## src/core/vmar_map.vh

```
`ifndef VMAR_MAP_VH
`define VMAR_MAP_VH

// Register indices; byte address is four times the index
`define VMAR_IDX_MODE 8'h10
`define VMAR_IDX_OUTCTL 8'h11
`define VMAR_IDX_LINELEN 8'h12
`define VMAR_IDX_FIELDLEN 8'h13
`define VMAR_IDX_QCK 8'h14
`define VMAR_IDX_CLKDIV 8'h15
`define VMAR_IDX_CLKCFG 8'h16
`define VMAR_IDX_COPROC 8'h18
`define VMAR_IDX_XOFS 8'h58
`define VMAR_IDX_XOFS_HI 8'h59
`define VMAR_IDX_YOFS 8'h5A
`define VMAR_IDX_YOFS_HI 8'h5B
`define VMAR_IDX_STATUS 8'h20

// Mode register fields
`define VMAR_MODE_SEL_HI 2
`define VMAR_MODE_SEL_LO 0
`define VMAR_MODE_RATE_BIT 3
`define VMAR_MODE_CIF 3'h0
`define VMAR_MODE_ANALOG 3'h1
`define VMAR_MODE_CROP_Q 3'h2
`define VMAR_MODE_SUB_Q 3'h3
`define VMAR_MODE_RST 8'h00

// Other field positions
`define VMAR_OUT_BLACK_BIT 5
`define VMAR_OUT_SHUF_BIT 7
`define VMAR_CFG_PRESC_BIT 7
`define VMAR_COPROC_BIT 0

// Reset values and the free qck value
`define VMAR_OUTCTL_RST 8'h80
`define VMAR_QCK_RST 8'h00
`define VMAR_QCK_FREE 8'h04
`define VMAR_CLKCFG_RST 8'h00
`define VMAR_COPROC_RST 8'h00

// Mode presets
`define VMAR_LL_PAL 9'd453
`define VMAR_LL_NTSC 9'd363
`define VMAR_LL_CIF25 9'd499
`define VMAR_LL_CIF30 9'd415
`define VMAR_LL_Q25 9'd249
`define VMAR_LL_Q30 9'd207
`define VMAR_FL_PAL 9'd311
`define VMAR_FL_NTSC 9'd261
`define VMAR_FL_CIF 9'd319
`define VMAR_FL_Q 9'd159
`define VMAR_DIV_ANALOG 4'h2
`define VMAR_DIV_CIF 4'h4
`define VMAR_DIV_Q 4'h8

// Window sizes, fixed starts and cropped quarter start limits
`define VMAR_W_FULL 9'd356
`define VMAR_H_FULL 9'd292
`define VMAR_W_NTSC 9'd306
`define VMAR_H_NTSC 9'd244
`define VMAR_W_Q 9'd180
`define VMAR_H_Q 9'd148
`define VMAR_X_FULL 9'd5
`define VMAR_Y_FULL 9'd5
`define VMAR_X_NTSC 9'd29
`define VMAR_Y_NTSC 9'd29
`define VMAR_X_Q 9'd93
`define VMAR_Y_Q 9'd77
`define VMAR_X_MIN 9'd1
`define VMAR_X_MAX 9'd185
`define VMAR_Y_MIN 9'd5
`define VMAR_Y_MAX 9'd149

`endif

```

## src/core/vmar_core.v

```verilog
// How it works
// - Mode write forces line length preset.
// - Mode write forces field length preset.
// - Divider upper nibble holds mode divisor.
// - Free qck on for analog modes.
// - Extra black lines follow output bit.
// - Non-preferred coprocessor always gets black lines.
// - Prescaler divides input clock by 1.5.
// - Divider 8 bits, software writes lower nibble.
// - Lower nibble zero divides by one.
// - NTSC and quarter window sizes.
// - PAL and CIF read 356 by 292.
// - Windows centred inside the array.
// - Window starts on green-1 pixel.
// - Default horizontal shuffle, switchable off.
// - Address counters run from start to start plus size minus one.
// - Start coordinates fixed except cropped quarter.
// - Cropped quarter starts clipped to limits.
// - Black and dark rows never visible.
// - Cropped quarter may use edge columns.
// - Power-up mode is CIF 30 fps.
// - Rate bit picks 30/25 or 60/50.
// - Presets applied at mode write.
//
// The placing of the registers and register access over AXI4-Lite were left to the implementer.
`timescale 1ns/1ps
`default_nettype none
`include "vmar_map.vh"

module vmar_core (
  // Clock and reset
  input wire clk_i,
  input wire nrst_i,
  // AXI4-Lite write address
  input wire [9:0] s_axi_awaddr_i,
  input wire s_axi_awvalid_i,
  output wire s_axi_awready_o,
  // AXI4-Lite write data
  input wire [31:0] s_axi_wdata_i,
  input wire [3:0] s_axi_wstrb_i,
  input wire s_axi_wvalid_i,
  output wire s_axi_wready_o,
  // AXI4-Lite write response
  output wire [1:0] s_axi_bresp_o,
  output wire s_axi_bvalid_o,
  input wire s_axi_bready_i,
  // AXI4-Lite read
  input wire [9:0] s_axi_araddr_i,
  input wire s_axi_arvalid_i,
  output wire s_axi_arready_o,
  output wire [31:0] s_axi_rdata_o,
  output wire [1:0] s_axi_rresp_o,
  output wire s_axi_rvalid_o,
  input wire s_axi_rready_i,
  // Readout
  output wire pix_tick_o,
  output wire pix_valid_o,
  output wire frame_start_o,
  output wire [8:0] col_addr_o,
  output wire [8:0] row_addr_o,
  output wire free_qck_en_o,
  output wire extra_black_en_o
);

  reg [7:0] mode_q;
  reg [7:0] outctl_q;
  reg [8:0] linelen_q;
  reg [8:0] fieldlen_q;
  reg [7:0] qck_q;
  reg [7:0] clkdiv_q;
  reg [7:0] clkcfg_q;
  reg [7:0] coproc_q;
  reg [8:0] xofs_q;
  reg [8:0] yofs_q;

  // Timing in use by the running frame
  reg [8:0] act_ll_q;
  reg [8:0] act_fl_q;
  reg [7:0] act_div_q;
  reg [2:0] act_mode_q;

  // AXI slave state
  reg aw_full_q;
  reg w_full_q;
  reg [7:0] aw_idx_q;
  reg [31:0] wdata_q;
  reg [3:0] wstrb_q;
  reg bvalid_q;
  reg [1:0] bresp_q;
  reg rvalid_q;
  reg [31:0] rdata_q;
  reg [1:0] rresp_q;

  wire do_wr = aw_full_q && w_full_q && !bvalid_q;
  wire wr_lane0 = wstrb_q[0];

  assign s_axi_awready_o = !aw_full_q;
  assign s_axi_wready_o = !w_full_q;
  assign s_axi_bvalid_o = bvalid_q;
  assign s_axi_bresp_o = bresp_q;
  assign s_axi_arready_o = !rvalid_q;
  assign s_axi_rvalid_o = rvalid_q;
  assign s_axi_rdata_o = rdata_q;
  assign s_axi_rresp_o = rresp_q;

  function mapped;
    input [7:0] idx;
    begin
      case (idx)
        `VMAR_IDX_MODE, `VMAR_IDX_OUTCTL, `VMAR_IDX_LINELEN, `VMAR_IDX_FIELDLEN,
        `VMAR_IDX_QCK, `VMAR_IDX_CLKDIV, `VMAR_IDX_CLKCFG, `VMAR_IDX_COPROC,
        `VMAR_IDX_XOFS, `VMAR_IDX_XOFS_HI, `VMAR_IDX_YOFS, `VMAR_IDX_YOFS_HI,
        `VMAR_IDX_STATUS: mapped = 1'b1;
        default: mapped = 1'b0;
      endcase
    end
  endfunction

  function [8:0] clip;
    input [8:0] v;
    input [8:0] lo;
    input [8:0] hi;
    begin
      if (v < lo) begin
        clip = lo;
      end else if (v > hi) begin
        clip = hi;
      end else begin
        clip = v;
      end
    end
  endfunction

  // Preset decode for a mode byte being written
  reg [2:0] wr_sel;
  reg wr_rate;
  reg [8:0] pre_ll;
  reg [8:0] pre_fl;
  reg [3:0] pre_div;
  reg pre_analog;

  always @* begin
    wr_sel = wdata_q[`VMAR_MODE_SEL_HI:`VMAR_MODE_SEL_LO];
    wr_rate = wdata_q[`VMAR_MODE_RATE_BIT];
    pre_analog = 1'b0;
    case (wr_sel)
      `VMAR_MODE_ANALOG: begin
        pre_analog = 1'b1;
        pre_ll = wr_rate ? `VMAR_LL_PAL : `VMAR_LL_NTSC;
        pre_fl = wr_rate ? `VMAR_FL_PAL : `VMAR_FL_NTSC;
        pre_div = `VMAR_DIV_ANALOG;
      end
      `VMAR_MODE_CROP_Q, `VMAR_MODE_SUB_Q: begin
        pre_ll = wr_rate ? `VMAR_LL_Q25 : `VMAR_LL_Q30;
        pre_fl = `VMAR_FL_Q;
        pre_div = `VMAR_DIV_Q;
      end
      default: begin
        pre_ll = wr_rate ? `VMAR_LL_CIF25 : `VMAR_LL_CIF30;
        pre_fl = `VMAR_FL_CIF;
        pre_div = `VMAR_DIV_CIF;
      end
    endcase
  end

  // Frame boundary flag from the readout counters
  wire frame_end;

  // Write channel and register file
  always @(posedge clk_i) begin
    if (!nrst_i) begin
      aw_full_q <= 1'b0;
      w_full_q <= 1'b0;
      aw_idx_q <= 8'h00;
      wdata_q <= 32'h00000000;
      wstrb_q <= 4'h0;
      bvalid_q <= 1'b0;
      bresp_q <= 2'h0;
      mode_q <= `VMAR_MODE_RST;
      outctl_q <= `VMAR_OUTCTL_RST;
      linelen_q <= `VMAR_LL_CIF30;
      fieldlen_q <= `VMAR_FL_CIF;
      qck_q <= `VMAR_QCK_RST;
      clkdiv_q <= {`VMAR_DIV_CIF, 4'h0};
      clkcfg_q <= `VMAR_CLKCFG_RST;
      coproc_q <= `VMAR_COPROC_RST;
      xofs_q <= `VMAR_X_Q;
      yofs_q <= `VMAR_Y_Q;
    end else begin
      if (s_axi_awvalid_i && !aw_full_q) begin
        aw_full_q <= 1'b1;
        aw_idx_q <= s_axi_awaddr_i[9:2];
      end
      if (s_axi_wvalid_i && !w_full_q) begin
        w_full_q <= 1'b1;
        wdata_q <= s_axi_wdata_i;
        wstrb_q <= s_axi_wstrb_i;
      end
      if (bvalid_q && s_axi_bready_i) begin
        bvalid_q <= 1'b0;
      end
      if (do_wr) begin
        aw_full_q <= 1'b0;
        w_full_q <= 1'b0;
        bvalid_q <= 1'b1;
        bresp_q <= mapped(aw_idx_q) ? 2'h0 : 2'h2;
        if (wr_lane0) begin
          case (aw_idx_q)
            `VMAR_IDX_MODE: begin
              // Presets land immediately; software overrides go after this write
              mode_q <= wdata_q[7:0];
              linelen_q <= pre_ll;
              fieldlen_q <= pre_fl;
              clkdiv_q <= {pre_div, clkdiv_q[3:0]};
              qck_q <= pre_analog ? `VMAR_QCK_FREE : `VMAR_QCK_RST;
              outctl_q[`VMAR_OUT_BLACK_BIT] <= pre_analog;
              if (wr_sel == `VMAR_MODE_CROP_Q) begin
                xofs_q <= `VMAR_X_Q;
                yofs_q <= `VMAR_Y_Q;
              end
            end
            `VMAR_IDX_OUTCTL: outctl_q <= wdata_q[7:0];
            `VMAR_IDX_LINELEN: linelen_q <= wdata_q[8:0];
            `VMAR_IDX_FIELDLEN: fieldlen_q <= wdata_q[8:0];
            `VMAR_IDX_QCK: qck_q <= wdata_q[7:0];
            `VMAR_IDX_CLKDIV: clkdiv_q[3:0] <= wdata_q[3:0];
            `VMAR_IDX_CLKCFG: clkcfg_q <= wdata_q[7:0];
            `VMAR_IDX_COPROC: coproc_q <= wdata_q[7:0];
            `VMAR_IDX_XOFS: xofs_q <= clip(wdata_q[8:0], `VMAR_X_MIN, `VMAR_X_MAX);
            `VMAR_IDX_YOFS: yofs_q <= clip(wdata_q[8:0], `VMAR_Y_MIN, `VMAR_Y_MAX);
            default: begin
            end
          endcase
        end
      end
    end
  end

  // Read channel: answer one cycle after the address is taken
  always @(posedge clk_i) begin
    if (!nrst_i) begin
      rvalid_q <= 1'b0;
      rdata_q <= 32'h00000000;
      rresp_q <= 2'h0;
    end else if (rvalid_q) begin
      if (s_axi_rready_i) begin
        rvalid_q <= 1'b0;
      end
    end else if (s_axi_arvalid_i) begin
      rvalid_q <= 1'b1;
      rresp_q <= mapped(s_axi_araddr_i[9:2]) ? 2'h0 : 2'h2;
      case (s_axi_araddr_i[9:2])
        `VMAR_IDX_MODE: rdata_q <= {24'h000000, mode_q};
        `VMAR_IDX_OUTCTL: rdata_q <= {24'h000000, outctl_q};
        `VMAR_IDX_LINELEN: rdata_q <= {23'h000000, linelen_q};
        `VMAR_IDX_FIELDLEN: rdata_q <= {23'h000000, fieldlen_q};
        `VMAR_IDX_QCK: rdata_q <= {24'h000000, qck_q};
        `VMAR_IDX_CLKDIV: rdata_q <= {24'h000000, clkdiv_q};
        `VMAR_IDX_CLKCFG: rdata_q <= {24'h000000, clkcfg_q};
        `VMAR_IDX_COPROC: rdata_q <= {24'h000000, coproc_q};
        `VMAR_IDX_XOFS: rdata_q <= {23'h000000, xofs_q};
        `VMAR_IDX_YOFS: rdata_q <= {23'h000000, yofs_q};
        `VMAR_IDX_STATUS: rdata_q <= {2'h0, act_fl_q, act_ll_q, act_div_q, 1'b0, act_mode_q};
        default: rdata_q <= 32'h00000000;
      endcase
    end
  end

  // Pixel clock: optional 1.5 prescale, then system divisor, then user divisor
  reg [1:0] pre_cnt_q;
  reg [4:0] div_cnt_q;
  wire presc_on = clkcfg_q[`VMAR_CFG_PRESC_BIT];
  // Two ticks per three clocks gives the 1.5 ratio without a second clock
  wire pre_tick = presc_on ? (pre_cnt_q != 2'd2) : 1'b1;
  wire [4:0] sys_div = {1'b0, act_div_q[7:4]};
  // Any nonzero user setting halves the pixel rate
  wire [4:0] tot_div = (act_div_q[3:0] == 4'h0) ? sys_div : {sys_div[3:0], 1'b0};
  wire pix_tick = pre_tick && (div_cnt_q == tot_div - 5'd1);

  always @(posedge clk_i) begin
    if (!nrst_i) begin
      pre_cnt_q <= 2'd0;
      div_cnt_q <= 5'd0;
    end else begin
      pre_cnt_q <= (pre_cnt_q == 2'd2) ? 2'd0 : pre_cnt_q + 2'd1;
      if (pre_tick) begin
        div_cnt_q <= pix_tick ? 5'd0 : div_cnt_q + 5'd1;
      end
    end
  end

  // Window geometry of the running mode
  reg [8:0] win_w;
  reg [8:0] win_h;
  reg [8:0] x0;
  reg [8:0] y0;
  wire act_rate = mode_q[`VMAR_MODE_RATE_BIT];
  reg act_rate_q;

  always @* begin
    case (act_mode_q)
      `VMAR_MODE_ANALOG: begin
        win_w = act_rate_q ? `VMAR_W_FULL : `VMAR_W_NTSC;
        win_h = act_rate_q ? `VMAR_H_FULL : `VMAR_H_NTSC;
        x0 = act_rate_q ? `VMAR_X_FULL : `VMAR_X_NTSC;
        y0 = act_rate_q ? `VMAR_Y_FULL : `VMAR_Y_NTSC;
      end
      `VMAR_MODE_CROP_Q: begin
        win_w = `VMAR_W_Q;
        win_h = `VMAR_H_Q;
        x0 = xofs_q;
        y0 = yofs_q;
      end
      `VMAR_MODE_SUB_Q: begin
        win_w = `VMAR_W_Q;
        win_h = `VMAR_H_Q;
        x0 = `VMAR_X_Q;
        y0 = `VMAR_Y_Q;
      end
      default: begin
        win_w = `VMAR_W_FULL;
        win_h = `VMAR_H_FULL;
        x0 = `VMAR_X_FULL;
        y0 = `VMAR_Y_FULL;
      end
    endcase
  end

  // Readout counters
  reg [8:0] hcnt_q;
  reg [8:0] vcnt_q;
  reg [8:0] col_q;
  reg [8:0] row_q;
  reg valid_q;
  reg tick_q;
  reg fstart_q;
  wire line_end = pix_tick && (hcnt_q >= act_ll_q);
  assign frame_end = line_end && (vcnt_q >= act_fl_q);
  wire active = (hcnt_q < win_w) && (vcnt_q < win_h);
  wire [8:0] half_w = {1'b0, win_w[8:1]};
  // Even pixels of the row first, then the odd ones
  wire [8:0] shuf_idx = (hcnt_q < half_w) ? {hcnt_q[7:0], 1'b0} :
                        {hcnt_q[7:0] - half_w[7:0], 1'b1};
  wire [8:0] col_idx = outctl_q[`VMAR_OUT_SHUF_BIT] ? shuf_idx : hcnt_q;

  always @(posedge clk_i) begin
    if (!nrst_i) begin
      hcnt_q <= 9'd0;
      vcnt_q <= 9'd0;
      col_q <= 9'h000;
      row_q <= 9'h000;
      valid_q <= 1'b0;
      tick_q <= 1'b0;
      fstart_q <= 1'b0;
      act_ll_q <= `VMAR_LL_CIF30;
      act_fl_q <= `VMAR_FL_CIF;
      act_div_q <= {`VMAR_DIV_CIF, 4'h0};
      act_mode_q <= `VMAR_MODE_CIF;
      act_rate_q <= 1'b0;
    end else begin
      tick_q <= pix_tick;
      fstart_q <= frame_end;
      if (frame_end) begin
        // Swap timing only between frames so no frame mixes two settings
        act_ll_q <= linelen_q;
        act_fl_q <= fieldlen_q;
        act_div_q <= clkdiv_q;
        act_mode_q <= mode_q[`VMAR_MODE_SEL_HI:`VMAR_MODE_SEL_LO];
        act_rate_q <= act_rate;
      end
      if (pix_tick) begin
        hcnt_q <= line_end ? 9'd0 : hcnt_q + 9'd1;
        if (line_end) begin
          vcnt_q <= frame_end ? 9'd0 : vcnt_q + 9'd1;
        end
        valid_q <= active;
        if (active) begin
          col_q <= x0 + col_idx;
          row_q <= y0 + vcnt_q;
        end
      end
    end
  end

  assign pix_tick_o = tick_q;
  assign pix_valid_o = valid_q && tick_q;
  assign frame_start_o = fstart_q;
  assign col_addr_o = col_q;
  assign row_addr_o = row_q;
  assign free_qck_en_o = (qck_q == `VMAR_QCK_FREE);
  assign extra_black_en_o = outctl_q[`VMAR_OUT_BLACK_BIT] ||
                            !coproc_q[`VMAR_COPROC_BIT];

endmodule

`default_nettype wire

```

## config.mk

```make
export PLATFORM = sky130hd
export DESIGN_NAME = vmar_core
export DESIGN_NICKNAME = d
export VERILOG_FILES = /design/src/core/vmar_core.v
export VERILOG_INCLUDE_DIRS = /design/src /design/src/core
export SDC_FILE = /design/constraint.sdc
export NUM_CORES = 1
export LEC_CHECK = 0
export BUFFER_PORTS_ARGS = -buffer_cell sky130_fd_sc_hd__buf_2
export CAP_MARGIN = 40
export CORE_ASPECT_RATIO = 0.6
export CORE_UTILIZATION = 25
export DETAILED_ROUTE_END_ITERATION = 10
export PLACE_DENSITY = 0.49
export SYNTH_ARGS = -nofsm -noshare
export SYNTH_HDL_FRONTEND = slang
export SYNTH_SLANG_ARGS = --single-unit
```

## constraint.sdc

```tcl
create_clock -name clk_i -period 5.25 [get_ports clk_i]
set_clock_uncertainty 0.2 [all_clocks]
set_input_delay 0.7875 -clock clk_i [delete_from_list [all_inputs] [get_ports clk_i]]
set_output_delay 0.7875 -clock clk_i [all_outputs]
set_load 0.03 [all_outputs]
```

==> flow_summary.json <==
{
  "cts_tree": "built",
  "grt_pass1_vias": 9307,
  "met3_wirelength_mm": 3.56,
  "start_util": 0.254,
  "stdcell_count": 2048,
  "clock_latency_ns": 0.54,
  "maxCapViolations": 0,
  "period_needed_ns": 4.81,
  "vdd_drop_max_uv": 204,
  "post-route-period-util": 0.916,
  "ys_seq_area_frac": 0.373,
  "ctsHoldBuffers": 0,
  "synth_ff_type": "dfxtp_1",
  "outcome": "finished, final reports clean",
  "ant_nets": 0,
  "async_reset_ff_frac": 0,
  "avgSynthCellArea_sq_um": 8.16,
  "reg2reg_slack_ns": 0.44,
  "slowest_stage": "dfxtp_1",
  "dpl.hpwl_mm": 30.2,
  "first_pass_iters": 6,
  "cp.arrival_ns": 5.09,
  "ios": 127,
  "critPathKind": "flip-flop to flip-flop",
  "cp_data_required_time_ns": 5.53,
  "layout-drive-gt1-share": 0.127,
  "synth_area_leader_cell": "dfxtp_1",
  "area_growth_syn_to_layout_pct": 15.8,
  "die_h_um": 167,
  "reg2reg_to": "col_addr_o[7]",
  "drt_iter0_markers": 1052,
  "cp_cell_sequence": "nor4b_2 -> ha_1 -> nor2b_1 -> o31a_1 -> o41ai_1 -> o21ai_0 -> buf_4 -> nor2_1 -> a21oi_1 -> mux2_2 -> ha_1 -> a21o_1 -> a211oi_1 -> nor2_1 -> o41ai_1 -> xnor2_1 -> mux2i_1 -> nor2b_1",
  "crit_fanout": 13,
  "post-cts-setup-buffers": 0,
  "antenna_found_initial": 1,
  "hp-class": "input pin to flip-flop",
  "synth_cell_type_count": 80,
  "die_x_um": 277,
  "relSlewSlack": 0.391,
  "hold_violations": 0,
  "critPathLaunch": "act_mode_q[0]",
  "dr_wl_met2_mm": 15.1,
  "grt_pass1_wl_mm": 60.4,
  "syn_inst": 1393,
  "die-area_sq_um": 46400,
  "cts.sinks": 212,
  "route.detailed.drc": 0,
  "track_usage": 0.170,
  "final_nets": 1564,
  "power_density_nw_per_um2": 279,
  "rsz0062_at_grt": "false",
  "reg2regPathDepth": 18,
  "cts_resized": 0,
  "final_max_slew_viol_count": 0,
  "setup_viol": 0,
  "max_stage_delay_ns": 0.54,
  "holdWs_ns": 0.223,
  "fmax_ghz": 0.208,
  "place_ws_ns": 0.535,
  "yosys_warnings": 0,
  "cts_root_buffer": "clkbuf_16",
  "grt_max_degree": 91,
  "max_slew.worst_pin.slew_ns": 0.914,
  "routed_wl_mm": 40.3,
  "cts_buffer_depth": 3,
  "top_layer": "met4",
  "via_count": 10400,
  "routedWlPerCell_um": 19.7,
  "routabilityCongestion": 0.941,
  "synthTopCellsByCount": "dfxtp_1 (212), nand2_1 (174), nor2_1 (141)",
  "reg2reg_from": "act_mode_q[0]",
  "nFillCells": 4770,
  "synth.area.top_cells": "dfxtp_1 (37%), ha_1 (6.2%), nand2_1 (5.7%)",
  "synth-edff-count": 0,
  "critPathCapture": "col_addr_o[7]",
  "synth_most_common_cell": "dfxtp_1",
  "dp.cells": 2006,
  "grt_overflow": 0,
  "ys_ff_latch": 212,
  "cts_max_level": 1,
  "fin_tns_setup_ns": 0,
  "wl_met1_mm": 21.2,
  "core_area_sq_um": 44800,
  "row_count": 60,
  "leakage_nw": 5.14,
  "crit_path_end_kind": "flip-flop",
  "netlist.area_leader.share": 0.373,
  "cts_made_buffers": 23,
  "worst_setup_path_start_kind": "flip-flop",
  "fin_ws_ns": 0.443,
  "syn_area_sq_um": 11400,
  "vias_per_cell": 5.06,
  "clk_pin_slew_ns": 0.07,
  "io_buffers": 92,
  "power_mw": 3.67
}
-- report_power, final --
part | switching (mW) | total [mW] | internal (mW)
Sequential | 0.0412 | 1.67 | 1.63
Clock | 0.749 | 1.74 | 0.990
Combinational | 0.174 | 0.256 | 0.0821
-- worst min-delay path by stage --
stage                   startpoint             end  slack [ns]  cells past startpoint
floorplan             pre_cnt_q[0]    pre_cnt_q[0]        0.19                      1
global placement      pre_cnt_q[0]    pre_cnt_q[0]        0.20                      1
detailed placement    pre_cnt_q[0]    pre_cnt_q[0]        0.22                      1
CTS                 s_axi_rready_i  s_axi_rvalid_o        0.21                      2
global route        s_axi_rready_i  s_axi_rvalid_o        0.22                      2
finish              s_axi_rready_i  s_axi_rvalid_o        0.22                      2
-- per-stage QoR --
step                 util  area (sq um)
floorplan               -         11400
global placement    0.275         12300
detailed placement  0.276         12400
CTS                 0.294         13200
global route        0.294         13200
finish              0.294         13200
-- sequential cells by signal (all words and copies together) (netlist names), 9 cells and up --
signal,flops
xofs_q,9
row_addr_o,9
col_addr_o,9
vcnt_q,9
s_axi_rdata_o,30
linelen_q,9
wdata_q,9
act_ll_q,9
yofs_q,9
fieldlen_q,9
hcnt_q,9
act_fl_q,9
-- per-layer routing --
| metal | vias up | global-route usage |
|---|---|---|
| met3 | 33 | 0.0402 |
| met2 | 346 | 0.219 |
| met1 | 4982 | 0.277 |
| met4 | 0 | 0.0225 |
| li1 | 5005 | - |
| met5 | - | 0 |
-- cell families (layout without fill, tap and decap cells) --
kind of cell             Yosys count  in the layout  share of synthesized area
XOR/XNOR                          38             38                     0.0293
flip-flops                       212            212                      0.373
adder cells (fa/ha/maj)           59             59                     0.0669
AND/OR/NAND/NOR                  555            555                      0.235
multiplexers                      62             62                     0.0557
other                              1              5                   0.000330
AO/OA/AOI/OAI                    322            322                      0.186
buffers and inverters            144            206                     0.0536
-- worst max-delay path, delay by kind of cell, from the launching register on --
kind                     cells  cell delay [ns]
AO/OA/AOI/OAI                7             1.77
flip-flops                   1             0.54
multiplexers                 2             0.36
XOR/XNOR                     1             0.17
buffers and inverters        1             0.20
adder cells (fa/ha/maj)      2             0.59
AND/OR/NAND/NOR              5             0.90
-- final cells by class --
type / count / area (sq um) / share of cell area
Clock buffer: 27 / 611 / 0.0464
Antenna cell: 1 / 2.50 / 0.000190
Clock inverter: 14 / 173 / 0.0131
Multi-Input combinational cell: 1040 / 6540 / 0.497
Inverter: 47 / 178 / 0.0135
Sequential cell: 212 / 4240 / 0.322
Tap cell: 589 / 737 / 0.0560
Timing Repair Buffer: 118 / 686 / 0.0521
-- cells in the final DEF, fill, tap and decap left out, types with 13 or more instances in the layout --
cell type and count:
ha_1 56, nor2_1 141, clkbuf_16 23, xnor2_1 27, a31oi_1 13, buf_4 24
dfxtp_1 212, o211ai_1 29, nor3_1 31, mux2i_1 52, nand2_1 174, nor2b_1 62
a21oi_1 98, o21ai_0 48, buf_2 91, nand3_1 52, a22oi_1 46, inv_1 46
nand2b_1 16
(Power assumes the default switching activity.)
